--- config.mk ---
export PLATFORM = sky130hd
export DESIGN_NAME = mfs_frame_sync
export DESIGN_NICKNAME = d
export VERILOG_FILES = /design/src/hdl/mfs_pkg.sv /design/src/hdl/mfs_frame_sync.sv
export SDC_FILE = /design/constraint.sdc
export NUM_CORES = 1
export LEC_CHECK = 0
export ABC_AREA = 1
export BUFFER_PORTS_ARGS = -buffer_cell sky130_fd_sc_hd__buf_2
export CORE_ASPECT_RATIO = 1.5
export CORE_MARGIN = 2
export CORE_UTILIZATION = 40
export DETAILED_ROUTE_END_ITERATION = 12
export PLACE_DENSITY = 0.7
export RECOVER_POWER = 25
export SYNTH_ARGS = -nofsm -noshare
export SYNTH_HDL_FRONTEND = slang
export SYNTH_SLANG_ARGS = --single-unit
--- constraint.sdc ---
create_clock -name clock -period 2.5 [get_ports clock]
set_input_delay 0.375 -clock clock [delete_from_list [all_inputs] [get_ports clock]]
set_output_delay 0.375 -clock clock [all_outputs]
set_load 0.005 [all_outputs]
--- src/hdl/mfs_pkg.sv ---
// register map, field layout and timing constants of the frame-sync block
// assumes a 16-bit i/o register space reached by word strobes
package mfs_pkg;
	localparam logic [15:0] ADDR_STATUS_CONFIG = 16'hfff2;
	localparam logic [15:0] ADDR_CHANNEL_CONFIG = 16'hfff3;
	localparam logic [15:0] ADDR_PRESCALER = 16'hfffb;

	localparam logic [15:0] RST_STATUS_CONFIG = 16'h0000;
	localparam logic [15:0] RST_CHANNEL_CONFIG = 16'h0000;
	localparam logic [7:0] RST_SHIFT_CLOCK_DIV = 8'h00;
	localparam logic [7:0] RST_FRAME_SYNC_DIV = 8'h00;

	// status/config bit positions
	localparam int SC_DATA_IN_BIT = 15;
	localparam int SC_FS_INVERT_BIT = 14;
	localparam int SC_FS_SOURCE_BIT = 13;
	localparam int SC_FS_ZERO_BIT = 12;
	localparam int SC_CLK_INVERT_BIT = 10;
	localparam int SC_CLK_SOURCE_BIT = 9;
	localparam int SC_PRESCALE_EN_BIT = 8;
	localparam int SC_BYTE_MODE_BIT = 0;
	localparam int SC_SIGN_EXT_BIT = 1;

	// channel_config bit positions
	localparam int CC_COUNT_LSB = 0;
	localparam int CC_ENHANCED_BIT = 2;

	// prescaler register byte lanes
	localparam int PR_SHIFT_LSB = 0;
	localparam int PR_FRAME_LSB = 8;

	// shift-clock periods between consecutive channel frame syncs
	localparam int FS_SPACING = 18;
	localparam logic [4:0] FS_SPACING_LAST = 5'(FS_SPACING - 1);
	localparam int WORD_BITS = 16;
	localparam int BYTE_BITS = 8;

	typedef struct packed {
		logic       fs_invert;
		logic       fs_source;
		logic       clk_invert;
		logic       clk_source;
		logic       prescale_en;
		logic       sign_ext;
		logic       byte_mode;
	} mfs_cfg_s;

	typedef enum logic [0:0] {
		TX_IDLE  = 1'b0,
		TX_SHIFT = 1'b1
	} mfs_tx_e;
endpackage

--- src/hdl/mfs_frame_sync.sv ---
// transmit frame-sync generation, data pin and multichannel frame-sync fan-out
// assumes i/o strobes and tx word handshake synchronous to clock
`timescale 1ns/1ps
module mfs_frame_sync
(
	input  wire logic        clock,
	input  wire logic        rst_n,
	input  wire logic [15:0] io_addr,
	input  wire logic [15:0] io_wdata,
	input  wire logic        io_wr,
	input  wire logic        io_rd,
	output logic      [15:0] io_rdata,
	input  wire logic        transmit_mode_bit,
	input  wire logic [15:0] tx_word,
	input  wire logic        tx_valid,
	output logic             tx_ready,
	input  wire logic        serial_data_in,
	output logic             shift_clock_pin_o,
	input  wire logic        transmit_frame_sync_i,
	output logic             transmit_frame_sync_o,
	output logic             transmit_frame_sync_oe,
	output logic             receive_clock_pin_o,
	output logic             receive_clock_pin_oe,
	output logic             receive_frame_sync_o,
	output logic             receive_frame_sync_oe,
	input  wire logic        general_purpose_pin_i,
	output logic             general_purpose_pin_o,
	output logic             general_purpose_pin_oe,
	input  wire logic        gp_out_value,
	input  wire logic        gp_drive,
	output logic             gp_in_value,
	output logic             serial_data_out_o,
	output logic             serial_data_out_oe,
	output logic             transmit_busy
);
	mfs_pkg::mfs_cfg_s cfg_ff;
	logic              fs_zero_flag_ff;
	logic [15:0]       chan_cfg_ff;
	logic [7:0]        shift_clock_prescaler_ff;
	logic [7:0]        frame_sync_prescaler_ff;
	logic [15:0]       rdata_ff;

	logic [7:0]        div_cnt_ff;
	logic              sck_ff;
	logic [8:0]        fs_cnt_ff;
	logic              seq_act_ff;
	logic [1:0]        seq_ch_ff;
	logic [4:0]        gap_ff;
	logic [3:0]        pulse_ff;
	logic              ext_fs_ff;
	mfs_pkg::mfs_tx_e  tx_state_ff;
	logic [15:0]       shifter_ff;
	logic [3:0]        bit_cnt_ff;
	logic [3:0]        load_cnt_q;

	// address decode
	wire sel_sc = io_addr == mfs_pkg::ADDR_STATUS_CONFIG;
	wire sel_cc = io_addr == mfs_pkg::ADDR_CHANNEL_CONFIG;
	wire sel_pr = io_addr == mfs_pkg::ADDR_PRESCALER;
	wire wr_sc  = io_wr && sel_sc;
	wire wr_cc  = io_wr && sel_cc;
	wire wr_pr  = io_wr && sel_pr;

	wire [15:0] sc_read = {serial_data_in, cfg_ff.fs_invert,
		cfg_ff.fs_source, fs_zero_flag_ff, 1'b0, cfg_ff.clk_invert,
		cfg_ff.clk_source, cfg_ff.prescale_en, 6'h00,
		cfg_ff.sign_ext, cfg_ff.byte_mode};
	wire [15:0] pr_read = {frame_sync_prescaler_ff,
		shift_clock_prescaler_ff};
	wire [15:0] nxt_rdata = sel_sc ? sc_read
		: sel_cc ? chan_cfg_ff
		: sel_pr ? pr_read
		: 16'h0000;

	// mode decode
	wire       enhanced = chan_cfg_ff[mfs_pkg::CC_ENHANCED_BIT];
	wire [1:0] ch_last  = enhanced
		? chan_cfg_ff[mfs_pkg::CC_COUNT_LSB +: 2] : 2'd0;
	wire       drive_fs = transmit_mode_bit;

	// shift clock: period 2*(prescaler+1) system clocks
	wire div_wrap = cfg_ff.prescale_en
		&& div_cnt_ff == shift_clock_prescaler_ff;
	wire rise     = div_wrap && !sck_ff;

	// frame prescaler counts shift periods, reload 2*(n+1)-1
	wire [8:0] fs_reload = {frame_sync_prescaler_ff, 1'b1};
	wire       fs_zero   = rise && fs_cnt_ff == 9'h000;
	wire       pulse_end = rise && |pulse_ff;

	// external sync seen on shift-clock ticks, polarity folded in
	wire ext_lvl  = transmit_frame_sync_i ^ cfg_ff.fs_invert;
	wire ext_fall = rise && !drive_fs && ext_fs_ff && !ext_lvl;

	wire tx_idle   = tx_state_ff == mfs_pkg::TX_IDLE;
	// internal pacing: prescaler zero, or a word waiting while quiet
	wire trig_pre  = fs_zero && cfg_ff.fs_source;
	wire trig_fifo = rise && !cfg_ff.fs_source && tx_valid
		&& tx_idle && !(|pulse_ff);
	wire trigger   = drive_fs && !seq_act_ff
		&& (trig_pre || trig_fifo);
	wire gap_done  = rise && seq_act_ff && gap_ff == mfs_pkg::FS_SPACING_LAST;
	wire more_ch   = seq_ch_ff < ch_last;

	// a word goes out at the falling edge of any channel sync
	wire start    = pulse_end || ext_fall;
	assign tx_ready = start && tx_valid;
	wire [15:0] load_word = cfg_ff.byte_mode
		? {tx_word[7:0], 8'h00} : tx_word;
	wire [3:0]  load_cnt = cfg_ff.byte_mode
		? 4'(mfs_pkg::BYTE_BITS - 1) : 4'(mfs_pkg::WORD_BITS - 1);

	always_ff @(posedge clock or negedge rst_n)
	begin
		if (!rst_n)
		begin
			cfg_ff <= mfs_pkg::mfs_cfg_s'(7'h00);
			chan_cfg_ff <= mfs_pkg::RST_CHANNEL_CONFIG;
			rdata_ff <= 16'h0000;
		end
		else
		begin
			if (wr_sc)
			begin
				cfg_ff.fs_invert <= io_wdata[mfs_pkg::SC_FS_INVERT_BIT];
				cfg_ff.fs_source <= io_wdata[mfs_pkg::SC_FS_SOURCE_BIT];
				cfg_ff.clk_invert <= io_wdata[mfs_pkg::SC_CLK_INVERT_BIT];
				cfg_ff.clk_source <= io_wdata[mfs_pkg::SC_CLK_SOURCE_BIT];
				cfg_ff.prescale_en <= io_wdata[mfs_pkg::SC_PRESCALE_EN_BIT];
				cfg_ff.sign_ext <= io_wdata[mfs_pkg::SC_SIGN_EXT_BIT];
				cfg_ff.byte_mode <= io_wdata[mfs_pkg::SC_BYTE_MODE_BIT];
			end
			if (wr_cc)
				chan_cfg_ff <= io_wdata;
			if (io_rd)
				rdata_ff <= nxt_rdata;
		end
	end

	// zero flag: hardware set beats a write-one clear in the same cycle
	always_ff @(posedge clock or negedge rst_n)
	begin
		if (!rst_n)
			fs_zero_flag_ff <=
				mfs_pkg::RST_STATUS_CONFIG[mfs_pkg::SC_FS_ZERO_BIT];
		else if (fs_zero)
			fs_zero_flag_ff <= 1'b1;
		else if (wr_sc && io_wdata[mfs_pkg::SC_FS_ZERO_BIT])
			fs_zero_flag_ff <= 1'b0;
	end

	always_ff @(posedge clock or negedge rst_n)
	begin
		if (!rst_n)
		begin
			shift_clock_prescaler_ff <= mfs_pkg::RST_SHIFT_CLOCK_DIV;
			frame_sync_prescaler_ff <= mfs_pkg::RST_FRAME_SYNC_DIV;
		end
		else if (wr_pr)
		begin
			shift_clock_prescaler_ff <= io_wdata[mfs_pkg::PR_SHIFT_LSB +: 8];
			frame_sync_prescaler_ff <= io_wdata[mfs_pkg::PR_FRAME_LSB +: 8];
		end
	end

	always_ff @(posedge clock or negedge rst_n)
	begin
		if (!rst_n)
		begin
			div_cnt_ff <= 8'h00;
			sck_ff <= 1'b0;
		end
		else if (!cfg_ff.prescale_en || div_wrap)
		begin
			div_cnt_ff <= 8'h00;
			sck_ff <= cfg_ff.prescale_en ? !sck_ff : 1'b0;
		end
		else
			div_cnt_ff <= div_cnt_ff + 8'h01;
	end

	always_ff @(posedge clock or negedge rst_n)
	begin
		if (!rst_n)
			fs_cnt_ff <= 9'h000;
		else if (rise)
			fs_cnt_ff <= fs_zero ? fs_reload : fs_cnt_ff - 9'h001;
	end

	always_ff @(posedge clock or negedge rst_n)
	begin
		if (!rst_n)
			ext_fs_ff <= 1'b0;
		else if (rise)
			ext_fs_ff <= ext_lvl;
	end

	// channel sequencer: master pulse, then slaves every 18 shift clocks
	always_ff @(posedge clock or negedge rst_n)
	begin
		if (!rst_n)
		begin
			seq_act_ff <= 1'b0;
			seq_ch_ff <= 2'd0;
			gap_ff <= 5'd0;
			pulse_ff <= 4'h0;
		end
		else if (trigger && rise)
		begin
			seq_act_ff <= 1'b1;
			seq_ch_ff <= 2'd0;
			gap_ff <= 5'd0;
			pulse_ff <= 4'h1;
		end
		else if (gap_done)
		begin
			gap_ff <= 5'd0;
			seq_act_ff <= more_ch;
			seq_ch_ff <= more_ch ? seq_ch_ff + 2'd1 : seq_ch_ff;
			pulse_ff <= more_ch ? pulse_ff_next(seq_ch_ff) : 4'h0;
		end
		else if (rise)
		begin
			if (seq_act_ff)
				gap_ff <= gap_ff + 5'd1;
			pulse_ff <= 4'h0;
		end
	end

	function automatic logic [3:0] pulse_ff_next(input logic [1:0] ch);
		pulse_ff_next = 4'h1 << (3'(ch) + 3'd1);
	endfunction

	always_ff @(posedge clock or negedge rst_n)
	begin
		if (!rst_n)
		begin
			tx_state_ff <= mfs_pkg::TX_IDLE;
			shifter_ff <= 16'h0000;
			bit_cnt_ff <= 4'h0;
		end
		else
		begin
			case (tx_state_ff)
				mfs_pkg::TX_IDLE:
				begin
					if (tx_ready)
					begin
						tx_state_ff <= mfs_pkg::TX_SHIFT;
						shifter_ff <= load_word;
						bit_cnt_ff <= load_cnt;
					end
				end
				mfs_pkg::TX_SHIFT:
				begin
					if (tx_ready)
					begin
						// a new sync mid-word restarts with the new word
						shifter_ff <= load_word;
						bit_cnt_ff <= load_cnt;
					end
					else if (rise)
					begin
						shifter_ff <= {shifter_ff[14:0], 1'b0};
						bit_cnt_ff <= bit_cnt_ff - 4'h1;
						if (bit_cnt_ff == 4'h0)
							tx_state_ff <= mfs_pkg::TX_IDLE;
					end
				end
				default:
					tx_state_ff <= mfs_pkg::TX_IDLE;
			endcase
		end
	end

	wire ch_on2 = enhanced && ch_last >= 2'd1;
	wire ch_on3 = enhanced && ch_last >= 2'd2;
	wire ch_on4 = enhanced && ch_last == 2'd3;

	assign io_rdata = rdata_ff;
	assign shift_clock_pin_o = sck_ff ^ cfg_ff.clk_invert;
	assign transmit_frame_sync_o = pulse_ff[0] ^ cfg_ff.fs_invert;
	assign transmit_frame_sync_oe = drive_fs;
	assign receive_clock_pin_o = pulse_ff[1] ^ cfg_ff.fs_invert;
	assign receive_clock_pin_oe = ch_on2 && drive_fs;
	assign receive_frame_sync_o = pulse_ff[2] ^ cfg_ff.fs_invert;
	assign receive_frame_sync_oe = ch_on3 && drive_fs;
	assign general_purpose_pin_o = ch_on4
		? pulse_ff[3] ^ cfg_ff.fs_invert : gp_out_value;
	assign general_purpose_pin_oe = ch_on4 ? drive_fs : gp_drive;
	assign gp_in_value = general_purpose_pin_i;
	assign serial_data_out_o = !tx_idle && shifter_ff[15];
	assign serial_data_out_oe = !tx_idle;
	assign transmit_busy = !tx_idle;

	always_ff @(posedge clock or negedge rst_n)
	begin
		if (!rst_n)
			load_cnt_q <= 4'h0;
		else
			load_cnt_q <= load_cnt;
	end
endmodule

==> metrics.csv <==
metric,value,unit
number_of_flops_mapped_to_enable_cells_by_yosys,0,
rrSetupSlack,0.34,ns
synth_async_sr_flop_share,1.00,
timing.critical_path.fanout_max,15,
hold_buffers,0,
grt_pass1_vias,4657,
floorplan.initialDensity,0.411,
synthesis.area,5590,µm²
synthToLayoutAreaGrowth,15.6,%
r2r_cells,13,
drv_slew,0,
launching_element_of_the_worst_setup_path,div_cnt_ff[6],
post_drt_wl_per_cell,14.0,µm
power_density,509,nW/µm²
p_leak,3.33,nW
routed_wire_length_on_met2,6820,µm
most_frequent_standard_cell_in_the_layout_excluding_fill_and_tap_cells,sky130_fd_sc_hd__nand2_1,
synth_seq_cells,108,
numPortBuffers,86,
crit_required,2.12,ns
vias_per_cell,5.02,
crit_path_start_kind,flip-flop,
drc_errors,0,
post_synth_inst_count,713,
synthesis.nets,785,
die_h,149,µm
synth_top_family_by_area,simple AND/OR/NAND/NOR gates,
grt_antenna_before_repair,0,
slew-limit-headroom,0.240,
post_layout_worst_setup_margin,0.193,ns
synth-compound-area-share,0.135,
final-instance-count-excl-fill,963,
critical_path_class,flip-flop to output port,
die_span_in_x,101,µm
grt_pass1_wl,22200,µm
final.setup_skew,0.0105,ns
post-cts-setup-buffers,0,
rsz_0062_raised_after_global_routing,no,
synth_cell_type_count,42,
drt.antenna.violating_nets,0,
drt_pass1_iterations,5,
globalRouteOverflowTotal,0,
r2r-end,shifter_ff[4],
finalCoreUtilization,0.476,
synth-xor-area-share,0.0172,
fp.dieArea,15000,µm²
insertion_delay_of_the_later_clocked_pin_in_the_worst_skew_pair,0.35,ns
worst_pin_slew,1.14,ns
cts_tree,done,
drt_iter0_drc,179,
ctsResizeCount,0,
fp-row-count,52,
core-area,13600,µm²
cts.htree.levels,3,
buffer_cell_driving_the_clock_tree_root,sky130_fd_sc_hd__clkbuf_16,
yosys.area_share.simple,0.250,
fin_tns_setup,0,ns
drive_above_1_share,0.182,
cts-buffers-inserted,9,
min-delay-path-class,primary input to async pin,
arrival_time_of_data_at_the_critical_path_endpoint,1.93,ns
diodes,0,
total_met3_wirelength_after_detailed_routing,459,µm
all_layer_global_routing_usage,0.187,
dp_slack,0.363,ns
fillers,1349,
num_vias,4834,
clk_path_buf_depth,2,
dpl.cell_count,947,
detailedPlacementHpwl,10200,µm
ys.flop_type,sky130_fd_sc_hd__dfrtp_1,
crit_end_category,output port,
most-common-layout-cells,"sky130_fd_sc_hd__nand2_1, sky130_fd_sc_hd__dfrtp_1, sky130_fd_sc_hd__buf_2",
highest_layer,met4,
final.period_utilization,0.923,
result_of_the_run,"complete, no violations",
cts.sink_count,108,
pin_count_of_the_biggest_net_entering_global_routing,46,
drt-met1-wl,5660,µm
ys_warn_count,0,
synthAdderAreaFrac,0.0291,
worst_ir_drop_on_vdd,0.277,mV
timing.final.hold_violations,0,
finalWirelength,13400,µm
rr_startpoint,div_cnt_ff[6],
synth.avg_cell_area,7.85,µm²
gp_congestion,0.903,
ys_seq_area_frac,0.483,
timing.max_cap.violations,0,
num-nets-final,868,
yosys-mux-area-fraction,0.00201,
fmax,433,MHz
clkTransAtPathRegs,0.07,ns
post-route-min-period,2.31,ns
design.portCount,89,
finalSetupViolations,0,
-- per-layer routing --
metal	up-vias	global-route usage
li1	2452	-
met3	29	0.0281
met1	2252	0.226
met4	0	0.0829
met5	-	0
met2	101	0.328
-- cell type report --
cell class	count	area, µm²	area share
tap	162	203	0.0313
sequential	108	2700	0.418
timing repair buffer	98	518	0.0801
multi-input combinational	491	2420	0.375
clock buffer	9	225	0.0348
clock inverter	7	66.3	0.0103
inverter	88	330	0.0511
-- flip-flops by register name, summed over array words and instances (netlist names), 4 cells and up --
| register | cells |
|---|---|
| bit_cnt_ff | 4 |
| cfg_ff | 7 |
| chan_cfg_ff | 16 |
| div_cnt_ff | 8 |
| frame_sync_prescaler_ff | 8 |
| fs_cnt_ff | 9 |
| gap_ff | 5 |
| io_rdata | 16 |
| pulse_ff | 4 |
| shift_clock_prescaler_ff | 8 |
| shifter_ff | 16 |
-- critical path, stage by stage (launching register included) --
cell                      delay [ns]
sky130_fd_sc_hd__dfrtp_1        0.45
sky130_fd_sc_hd__inv_2          0.04
sky130_fd_sc_hd__nand2_1        0.05
sky130_fd_sc_hd__nand2_1        0.06
sky130_fd_sc_hd__nor2_2         0.10
sky130_fd_sc_hd__nand2_2        0.10
sky130_fd_sc_hd__nor2_4         0.18
sky130_fd_sc_hd__nand2_2        0.20
sky130_fd_sc_hd__nor2_1         0.23
sky130_fd_sc_hd__buf_2          0.16
-- kinds of logic after synthesis --
family / count (synthesis)
compound gates: 145
buf+inv: 114
mux: 1
flops: 108
simple gates: 321
xor+xnor: 11
fa+ha+maj: 13
-- worst max path at each step --
stage | to | slack (ns) | cells after the start
2_1_floorplan | gap_ff[0] | 0.76 | 12
3_3_place_gp | shifter_ff[14] | 0.40 | 12
3_5_place_dp | shifter_ff[9] | 0.36 | 13
4_1_cts | tx_ready | 0.19 | 9
5_1_grt | tx_ready | 0.02 | 9
6_report | tx_ready | 0.19 | 9
-- power by group --
part | switching [mW] | internal, mW | total [mW]
sequential | 0.00171 | 1.75 | 1.75
clock | 0.707 | 0.706 | 1.41
combinational | 0.0847 | 0.0479 | 0.133
-- cells in the mapped netlist, types with 4 or more instances --
cell | n | area [µm²]
sky130_fd_sc_hd__o21ai_0 | 81 | 405
sky130_fd_sc_hd__nor3_1 | 7 | 35.0
sky130_fd_sc_hd__nand3_1 | 33 | 165
sky130_fd_sc_hd__ha_1 | 13 | 163
sky130_fd_sc_hd__nor2_1 | 32 | 120
sky130_fd_sc_hd__nand2_1 | 215 | 807
sky130_fd_sc_hd__nand4_1 | 10 | 62.6
sky130_fd_sc_hd__inv_2 | 12 | 45.0
sky130_fd_sc_hd__xor2_1 | 10 | 87.6
sky130_fd_sc_hd__o21ai_1 | 25 | 125
sky130_fd_sc_hd__a21oi_1 | 27 | 135
sky130_fd_sc_hd__inv_1 | 74 | 278
sky130_fd_sc_hd__nand2_2 | 6 | 37.5
sky130_fd_sc_hd__dfrtp_1 | 108 | 2700
sky130_fd_sc_hd__clkbuf_1 | 15 | 56.3
sky130_fd_sc_hd__buf_2 | 5 | 25.0
sky130_fd_sc_hd__nor3b_1 | 4 | 30.0
sky130_fd_sc_hd__o22ai_1 | 4 | 25.0
-- per-stage QoR --
step | hold WS, ns | instance area [µm²] | total power [mW]
final | 0.239 | 6470 | 3.30
after global routing | 0.297 | 6470 | 3.43
after CTS | 0.0511 | 6490 | 3.33
after detailed placement | 0.428 | 6190 | 1.92
after global placement | 0.419 | 6190 | 1.92
after floorplan | 0.0794 | 5590 | 1.82
Power figures use the tool's default switching activity.
